File: config.mk
export PLATFORM = sky130hd
export DESIGN_NAME = lpc_flash_select_and_status
export DESIGN_NICKNAME = d
export VERILOG_FILES = /design/src/rtl/lpc_flash_select_and_status.v /design/src/rtl/pin_sync.v
export VERILOG_INCLUDE_DIRS = /design/src /design/src/rtl
export SDC_FILE = /design/constraint.sdc
export NUM_CORES = 1
export LEC_CHECK = 0
export ABC_AREA = 1
export BUFFER_PORTS_ARGS = -buffer_cell sky130_fd_sc_hd__buf_2
export CORE_MARGIN = 2
export CORE_UTILIZATION = 35
export DETAILED_ROUTE_END_ITERATION = 10
export PLACE_DENSITY_LB_ADDON = 0.15
export RECOVER_POWER = 25
export SLEW_MARGIN = 20
export SYNTH_ARGS = -nofsm -noshare
export SYNTH_HDL_FRONTEND = slang
export SYNTH_SLANG_ARGS = --single-unit
File: constraint.sdc
create_clock -name sys_clk -period 4 [get_ports sys_clk]
set_input_delay 0.2 -clock sys_clk [delete_from_list [all_inputs] [get_ports sys_clk]]
set_output_delay 0.2 -clock sys_clk [all_outputs]
set_load 0.05 [all_outputs]
File: src/rtl/lpc_flash_select_map.vh
// Address, field and timing constants for the LPC flash select and status block
`ifndef LPC_FLASH_SELECT_MAP_VH
`define LPC_FLASH_SELECT_MAP_VH

// ---------------------------------------------------------------
// Address map
// ---------------------------------------------------------------
`define GENERAL_INPUT_LEVELS_ADDR 32'hffbc0100
`define SPACE_SELECT_BIT 22
`define BOOT_IDENTITY 4'h0
`define ID_BITS_SMALL_MASK 22'h3c0000
`define ID_BITS_LARGE_MASK 22'h380000
`define ID_BIT_LARGE_HIGH 23
`define UNUSED_REG_VALUE 8'h00

// ---------------------------------------------------------------
// Status bit positions
// ---------------------------------------------------------------
`define POLL_BIT 7
`define TOGGLE_BIT 6

// ---------------------------------------------------------------
// Timing
// ---------------------------------------------------------------
`define CLK_PERIOD_PS 5000
`define DATA_SETTLE_NS 1000
// One microsecond at the 5 ns clock, sized to the settle counter
`define DATA_SETTLE_CYCLES 8'hc8
`define SETTLE_COUNT_WIDTH 8

`endif

File: src/rtl/lpc_flash_select_and_status.v
// Cycle select, write-status reporting and general input register of an LPC flash
//
// Behaviour
// - Four strap pins give a four-bit identity; sixteen devices can share the bus.
// - Identity zero is the boot device; its registers sit at boot addresses.
// - Firmware memory cycles: select field must equal straps, else cycle ignored.
// - LPC memory cycles: address identity bits must be inverted straps, else ignored.
// - Small variant uses address bits 21..18; larger ones bit 23 and 21..19.
// - Bits 7 and 6 of read data report program or erase completion.
// - During a byte program, bit 7 reads as the complement of the programmed value.
// - After completion the full byte is valid on reads after one microsecond.
// - During an erase bit 7 reads zero; after it, one.
// - Status need not be correct for reads outside the valid address range.
// - Each read during program or erase inverts bit 6; toggling stops on completion.
// - Unused register locations read as zero.
// - Register reads and writes are ignored while program or erase runs.
// - General input register returns the five input pin levels, no stored value.
// - Boot device decodes the input register at the fixed address; others move with identity.
// - Address bit 22 selects array when one, register space when zero.
`timescale 1ns/1ps
`include "lpc_flash_select_map.vh"
module lpc_flash_select_and_status #(
    parameter SMALL_DENSITY = 0 // 1 selects the smallest density variant
) (
    input wire sys_clk,                    // 200 MHz clock
    input wire reset_n,                    // Synchronous reset, active low
    input wire [3:0] identity_straps,      // Identity strap pins
    input wire [4:0] general_input_pins,   // General input pins
    input wire cycleStart,                 // Pulse: framing saw a new cycle start
    input wire reqValid,                   // Pulse: decoded request fields valid
    input wire reqFirmware,                // 1 firmware memory cycle, 0 LPC memory cycle
    input wire [3:0] firmware_cycle_target_field, // Select field of a firmware cycle
    input wire [31:0] reqAddr,             // Cycle address
    input wire reqWrite,                   // 1 write, 0 read
    input wire [7:0] reqData,              // Write data
    input wire opBusy,                     // Core program or erase running
    input wire opIsErase,                  // Running operation is an erase
    input wire [7:0] opData,               // Byte being programmed
    input wire [7:0] arrayData,            // Array read data from the core
    output reg cycleClaimed,               // Pulse: request addressed to this device
    output reg busRelease,                 // Level: device leaves the bus undriven
    output reg arrayReadStrobe,            // Pulse: array read issued to core
    output reg arrayWriteStrobe,           // Pulse: array write issued to core
    output reg [21:0] arrayAddr,           // Array address to core
    output reg [7:0] arrayWriteData,       // Array write data to core
    output reg readValid,                  // Pulse: readData holds the answer
    output reg [7:0] readData              // Read answer
);
    // ---------------------------------------------------------------
    // Pin synchronisers
    // ---------------------------------------------------------------
    wire [3:0] identity;
    wire [4:0] gpiLevels;

    pin_sync #(.WIDTH(4)) strapSync (
        .sys_clk(sys_clk),
        .reset_n(reset_n),
        .pinIn(identity_straps),
        .syncOut(identity)
    );

    pin_sync #(.WIDTH(5)) gpiSync (
        .sys_clk(sys_clk),
        .reset_n(reset_n),
        .pinIn(general_input_pins),
        .syncOut(gpiLevels)
    );

    // ---------------------------------------------------------------
    // Identity decode
    // ---------------------------------------------------------------
    function [3:0] addrIdentity;
        input [31:0] addr;
        begin
            if (SMALL_DENSITY != 0)
                addrIdentity = addr[21:18];
            else
                addrIdentity = {addr[`ID_BIT_LARGE_HIGH], addr[21:19]};
        end
    endfunction

    function [21:0] idMask;
        input dummy;
        begin
            idMask = (SMALL_DENSITY != 0) ? `ID_BITS_SMALL_MASK : `ID_BITS_LARGE_MASK;
        end
    endfunction

    wire fwMatch = (firmware_cycle_target_field == identity);
    wire lpcMatch = (addrIdentity(reqAddr) == ~identity);
    wire idMatch = reqFirmware ? fwMatch : lpcMatch;
    wire isArray = reqAddr[`SPACE_SELECT_BIT];
    wire isBoot = (identity == `BOOT_IDENTITY);

    // Boot device decodes the full offset; other devices mask their identity bits out
    // of the compare, so the register moves with the identity
    localparam [31:0] GPI_ADDR = `GENERAL_INPUT_LEVELS_ADDR;
    wire gpiBootHit = (reqAddr[21:0] == GPI_ADDR[21:0]);
    wire gpiMovedHit = ((reqAddr[21:0] & ~idMask(1'b0)) == (GPI_ADDR[21:0] & ~idMask(1'b0)));
    wire gpiHit = isBoot ? gpiBootHit : gpiMovedHit;

    // ---------------------------------------------------------------
    // Status tracking
    // ---------------------------------------------------------------
    reg ignoring;
    reg toggleState;
    reg busyLast;
    reg [`SETTLE_COUNT_WIDTH-1:0] settleCount;
    localparam [`SETTLE_COUNT_WIDTH-1:0] SETTLE_LOAD = `DATA_SETTLE_CYCLES;

    wire accept = reqValid && !ignoring && idMatch;
    wire mismatch = reqValid && !ignoring && !idMatch;

    // ---------------------------------------------------------------
    // Read answer selection
    // ---------------------------------------------------------------
    // Busy reads carry only the status pair; the low six bits read zero because the
    // array word under a running write is not trustworthy
    function [7:0] statusByte;
        input erasing;
        input [7:0] progByte;
        input toggleNow;
        begin
            statusByte = 8'h00;
            statusByte[`POLL_BIT] = erasing ? 1'b0 : ~progByte[`POLL_BIT];
            statusByte[`TOGGLE_BIT] = toggleNow;
        end
    endfunction

    reg [7:0] next_readData;

    always @* begin
        next_readData = `UNUSED_REG_VALUE;
        if (isArray) begin
            if (opBusy) begin
                // Status holds regardless of address range
                next_readData = statusByte(opIsErase, opData, toggleState);
            end else if (settleCount != {`SETTLE_COUNT_WIDTH{1'b0}}) begin
                // Low bits not yet trusted, only the status pair is driven
                next_readData = arrayData & 8'hc0;
            end else begin
                next_readData = arrayData;
            end
        end else if (opBusy) begin
            next_readData = `UNUSED_REG_VALUE;
        end else if (gpiHit) begin
            // Pass-through: levels are taken when the read is accepted, nothing is stored
            next_readData = {3'b000, gpiLevels};
        end else begin
            next_readData = `UNUSED_REG_VALUE;
        end
    end

    always @(posedge sys_clk) begin
        if (!reset_n) begin
            busyLast <= 1'b0;
            settleCount <= {`SETTLE_COUNT_WIDTH{1'b0}};
        end else begin
            busyLast <= opBusy;
            if (busyLast && !opBusy)
                settleCount <= SETTLE_LOAD;
            else if (settleCount != {`SETTLE_COUNT_WIDTH{1'b0}})
                settleCount <= settleCount - 1'b1;
        end
    end

    // ---------------------------------------------------------------
    // Request handling
    // ---------------------------------------------------------------
    always @(posedge sys_clk) begin
        if (!reset_n) begin
            ignoring <= 1'b0;
            busRelease <= 1'b1;
            cycleClaimed <= 1'b0;
            arrayReadStrobe <= 1'b0;
            arrayWriteStrobe <= 1'b0;
            arrayAddr <= 22'h000000;
            arrayWriteData <= 8'h00;
            readValid <= 1'b0;
            readData <= 8'h00;
        end else begin
            cycleClaimed <= 1'b0;
            arrayReadStrobe <= 1'b0;
            arrayWriteStrobe <= 1'b0;
            readValid <= 1'b0;
            if (cycleStart) begin
                ignoring <= 1'b0;
                busRelease <= 1'b1;
            end else if (mismatch) begin
                // Stay off the shared bus until framing reports a new cycle
                ignoring <= 1'b1;
                busRelease <= 1'b1;
            end else if (accept) begin
                cycleClaimed <= 1'b1;
                busRelease <= 1'b0;
                arrayAddr <= reqAddr[21:0];
                if (isArray) begin
                    if (reqWrite) begin
                        // Core itself refuses new writes while it is busy
                        arrayWriteStrobe <= 1'b1;
                        arrayWriteData <= reqData;
                    end else begin
                        arrayReadStrobe <= 1'b1;
                        readValid <= 1'b1;
                        readData <= next_readData;
                    end
                end else if (!reqWrite) begin
                    // Register writes have no target here and are dropped
                    readValid <= 1'b1;
                    readData <= next_readData;
                end
            end
        end
    end

    // ---------------------------------------------------------------
    // Toggle bit
    // ---------------------------------------------------------------
    // Restarts from zero whenever the core is idle, so each operation begins alike
    always @(posedge sys_clk) begin
        if (!reset_n) begin
            toggleState <= 1'b0;
        end else if (accept && !cycleStart && isArray && !reqWrite && opBusy) begin
            toggleState <= ~toggleState;
        end else if (!opBusy) begin
            toggleState <= 1'b0;
        end
    end
endmodule // lpc_flash_select_and_status

File: src/rtl/pin_sync.v
// Two-stage synchroniser for a group of asynchronous pins
`timescale 1ns/1ps
module pin_sync #(
    parameter WIDTH = 4
) (
    input wire sys_clk,            // System clock
    input wire reset_n,            // Synchronous reset, active low
    input wire [WIDTH-1:0] pinIn,  // Asynchronous pin levels
    output reg [WIDTH-1:0] syncOut // Levels after two flops
);
    reg [WIDTH-1:0] firstStage;

    always @(posedge sys_clk) begin
        if (!reset_n) begin
            firstStage <= {WIDTH{1'b0}};
            syncOut <= {WIDTH{1'b0}};
        end else begin
            firstStage <= pinIn;
            syncOut <= firstStage;
        end
    end
endmodule // pin_sync

==> impl_metrics.xml <==
<?xml version="1.0" encoding="UTF-8"?>
<metrics>
  <group name="global_routing">
    <metric name="grt.busiest_layer" unit="">met2</metric>
    <metric name="grt_pass1_vias" unit="">2516</metric>
    <metric name="grtUsageMet3" unit="%">3.525</metric>
    <metric name="pin_count_of_the_biggest_net_entering_global_routing" unit="">57</metric>
    <metric name="grtUsageMet1" unit="%">18.62</metric>
    <metric name="grt.met2_usage" unit="%">24.35</metric>
    <metric name="grt_first_pass_wirelength" unit="um">11420</metric>
    <metric name="gr-total-overflow" unit="">0</metric>
    <metric name="groute.usage.overall" unit="%">14.86</metric>
    <metric name="initial_antenna_violation_count" unit="">0</metric>
  </group>
  <group name="clocking">
    <metric name="cts_buffers" unit="">9</metric>
    <metric name="cts_tree" unit="">built</metric>
    <metric name="clk_pin_slew_worst_paths" unit="ps">70</metric>
    <metric name="cts_post_setup_buffers_inserted" unit="">0</metric>
    <metric name="cts_repair_resize_count" unit="">0</metric>
    <metric name="clkSinkCount" unit="">72</metric>
    <metric name="cts_root_buffer" unit="">clkbuf_8</metric>
    <metric name="cts_max_path_buffers" unit="">2</metric>
    <metric name="ctsHtreeMaxLevel" unit="">3</metric>
    <metric name="clock_latency" unit="ps">330</metric>
    <metric name="cts.hold.buffers_added" unit="">0</metric>
  </group>
  <group name="final_layout">
    <metric name="layout_common_cells" unit="">nor2_1, buf_2, nand2_1</metric>
    <metric name="area_growth_syn_to_layout" unit="%">23.55</metric>
    <metric name="drive_above_1_share" unit="%">23.60</metric>
    <metric name="design_area" unit="um^2">3775</metric>
    <metric name="nets" unit="">610</metric>
    <metric name="final-instance-count-excl-fill" unit="">642</metric>
    <metric name="antenna_cells" unit="">0</metric>
  </group>
  <group name="outcome">
    <metric name="status" unit="">completed</metric>
  </group>
  <group name="synth">
    <metric name="synthDominantCellAreaShare" unit="%">47.17</metric>
    <metric name="synth_area_leader_cell" unit="">dfxtp_1</metric>
    <metric name="synth_area_per_cell" unit="um^2">7.156</metric>
    <metric name="yosys_register_bits" unit="">72</metric>
    <metric name="synth_cells" unit="">427</metric>
    <metric name="ys_top_cells_by_area" unit="">dfxtp_1, nor2_1, nand2_1, inv_1, o21ai_0</metric>
    <metric name="synthesis.yosys.warnings" unit="">0</metric>
    <metric name="synth-seq-area-share" unit="%">47.17</metric>
    <metric name="synth_area" unit="um^2">3055</metric>
    <metric name="postSynthNetCount" unit="">506</metric>
    <metric name="synth_cell_types" unit="">28</metric>
  </group>
  <group name="pwr">
    <metric name="pwr_density_cell" unit="nW/um^2">449.8</metric>
    <metric name="leakage" unit="nW">2.074</metric>
    <metric name="vdd.ir_drop.worst" unit="uV">189.8</metric>
  </group>
  <group name="timing">
    <metric name="fmax" unit="MHz">533.1</metric>
    <metric name="setup_viol_count_final" unit="">0</metric>
    <metric name="final.setup.tns" unit="ps">0</metric>
    <metric name="skew" unit="ps">5.123</metric>
    <metric name="worst-slew-pin-transition" unit="ps">624.8</metric>
    <metric name="fin_crit" unit="ps">1876</metric>
    <metric name="slew_viol_final" unit="">0</metric>
    <metric name="rsz0062_at_grt" unit="">false</metric>
    <metric name="postLayoutSetupSlackWorst" unit="ps">2124</metric>
    <metric name="slew-limit-headroom" unit="%">58.52</metric>
    <metric name="final.period_utilization" unit="%">46.90</metric>
    <metric name="number_of_hold_slack_violations_in_the_final_timing_report" unit="">0</metric>
  </group>
  <group name="die">
    <metric name="initial_utilization" unit="%">35.56</metric>
    <metric name="die_h" unit="um">97.44</metric>
    <metric name="die_area" unit="um^2">9494</metric>
    <metric name="placementRows" unit="">34</metric>
    <metric name="core_region_area" unit="um^2">8593</metric>
    <metric name="die_width" unit="um">97.44</metric>
    <metric name="floorplan.io_pins" unit="">120</metric>
  </group>
  <group name="worst_setup_path">
    <metric name="criticalPathCategory" unit="">flip-flop to flip-flop</metric>
    <metric name="critPathRequiredTime" unit="ps">4230</metric>
    <metric name="path_max_fanout" unit="">23</metric>
    <metric name="reg2reg_setup_slack" unit="ps">2120</metric>
    <metric name="critPathCaptureType" unit="">flip-flop</metric>
    <metric name="critical_path_arrival" unit="ps">2100</metric>
    <metric name="worstSetupStartpointType" unit="">flip-flop</metric>
  </group>
  <group name="detailed_routing">
    <metric name="post_route_drc" unit="">0</metric>
    <metric name="route.antenna.remaining_nets" unit="">0</metric>
    <metric name="num_vias" unit="">2796</metric>
    <metric name="wire_per_inst" unit="um">10.81</metric>
    <metric name="drt_pre_antenna_iters" unit="">4</metric>
    <metric name="initial_drc_count" unit="">50</metric>
    <metric name="routed_wirelength" unit="um">6942</metric>
    <metric name="viasPerCell" unit="">4.355</metric>
  </group>
  <group name="placement">
    <metric name="dpl-instance-area" unit="um^2">3632</metric>
    <metric name="dp.final_hpwl" unit="um">5091</metric>
    <metric name="place_congestion" unit="">0.8270</metric>
    <metric name="detailedPlace.worstSlack" unit="ps">2081</metric>
    <metric name="port-buffer-count" unit="">104</metric>
    <metric name="placed_cells_incl_taps" unit="">628</metric>
  </group>
  <group name="flow_run">
    <metric name="max_cap_viol_count" unit="">0</metric>
  </group>
  <group name="worst_hold_path">
    <metric name="timing.hold.worst.class" unit="">primary input to flip-flop</metric>
  </group>
</metrics>
==> critical path, cell delays in order, from the launching register on <==
cell     delay [ps]
dfxtp_1         400
inv_1            60
nand2_1          50
nand2_1          50
nor2_2          110
nand3_2         110
nand2_4         160
nand2_4          80
nor2_8          260
inv_2           260
nor2_1          160
nor2_1           60
==> cells in the mapped netlist, drive strengths merged <==
master,n
o21ai,28
a21oi,17
o21bai,1
xor2,3
nand3,12
clkinv,2
ha,2
nor3,2
inv,58
nand2,96
a31oi,1
a211oi,1
xnor2,1
dfxtp,72
or2,2
nand4,13
nor2,103
buf,8
clkbuf,4
or3,1
==> cells by family (layout without fill, tap and decap cells) <==
group | Yosys count | in the layout | synth area share (%)
compound gates | 48 | 48 | 8.067
xor+xnor | 4 | 4 | 1.147
fa+ha+maj | 2 | 2 | 0.8189
buf+inv | 72 | 179 | 10.20
flops | 72 | 72 | 47.17
simple gates | 229 | 229 | 32.60
==> flip-flops by register name, indices dropped and copies added (netlist names) <==
signal / count
cycleClaimed: 1
arrayReadStrobe: 1
gpiSync.syncOut: 5
gpiSync.firstStage: 5
strapSync.firstStage: 4
readData: 8
busRelease: 1
arrayWriteStrobe: 1
arrayWriteData: 8
busyLast: 1
ignoring: 1
strapSync.syncOut: 4
arrayAddr: 22
readValid: 1
settleCount: 8
toggleState: 1
==> report_power, final <==
| group | internal, mW | leakage, nW | switching [mW] |
|---|---|---|---|
| combinational | 0.151 | 1.41 | 0.260 |
| sequential | 0.773 | 0.587 | 0.0381 |
| clock | 0.235 | 0.0794 | 0.241 |
==> path summary, 6_finish.rpt <==
path	cells after the start	to	startpoint
worst max-delay path	11	arrayAddr[6]	strapSync.syncOut[1]
worst min-delay path	3	strapSync.firstStage[0]	identity_straps[0]
worst max register to register	11	arrayAddr[6]	strapSync.syncOut[1]
worst min register to register	2	strapSync.syncOut[3]	strapSync.firstStage[3]
==> per-layer routing <==
layer  vias to the layer above  routed length [um]  share of wire, %
met5                         -                   0                 0
met3                        11                 285               4.1
li1                       1517                   -                 -
met2                        62                3292                47
met4                         0                 147               2.1
met1                      1206                3217                46
==> stage by stage <==
stage          power (mW)  utilization (%)  hold slack (ps)
3_5_place_dp        1.234            42.27            384.8
4_1_cts             1.718            44.06            30.91
3_3_place_gp        1.221            42.27            378.9
2_1_floorplan       1.125                -            272.4
6_report            1.698            43.93            45.74
5_1_grt             1.815            43.93            49.06
==> final cells by class <==
| type | instances | area (um^2) |
|---|---|---|
| clock buffer | 13 | 148.9 |
| clock inverter | 1 | 5.005 |
| fill | 915 | 4818 |
| inverter | 60 | 225.2 |
| multi-input combinational | 283 | 1303 |
| sequential | 72 | 1441 |
| tap | 108 | 135.1 |
| timing repair buffer | 105 | 516.7 |
Power figures use the tool's default switching activity.
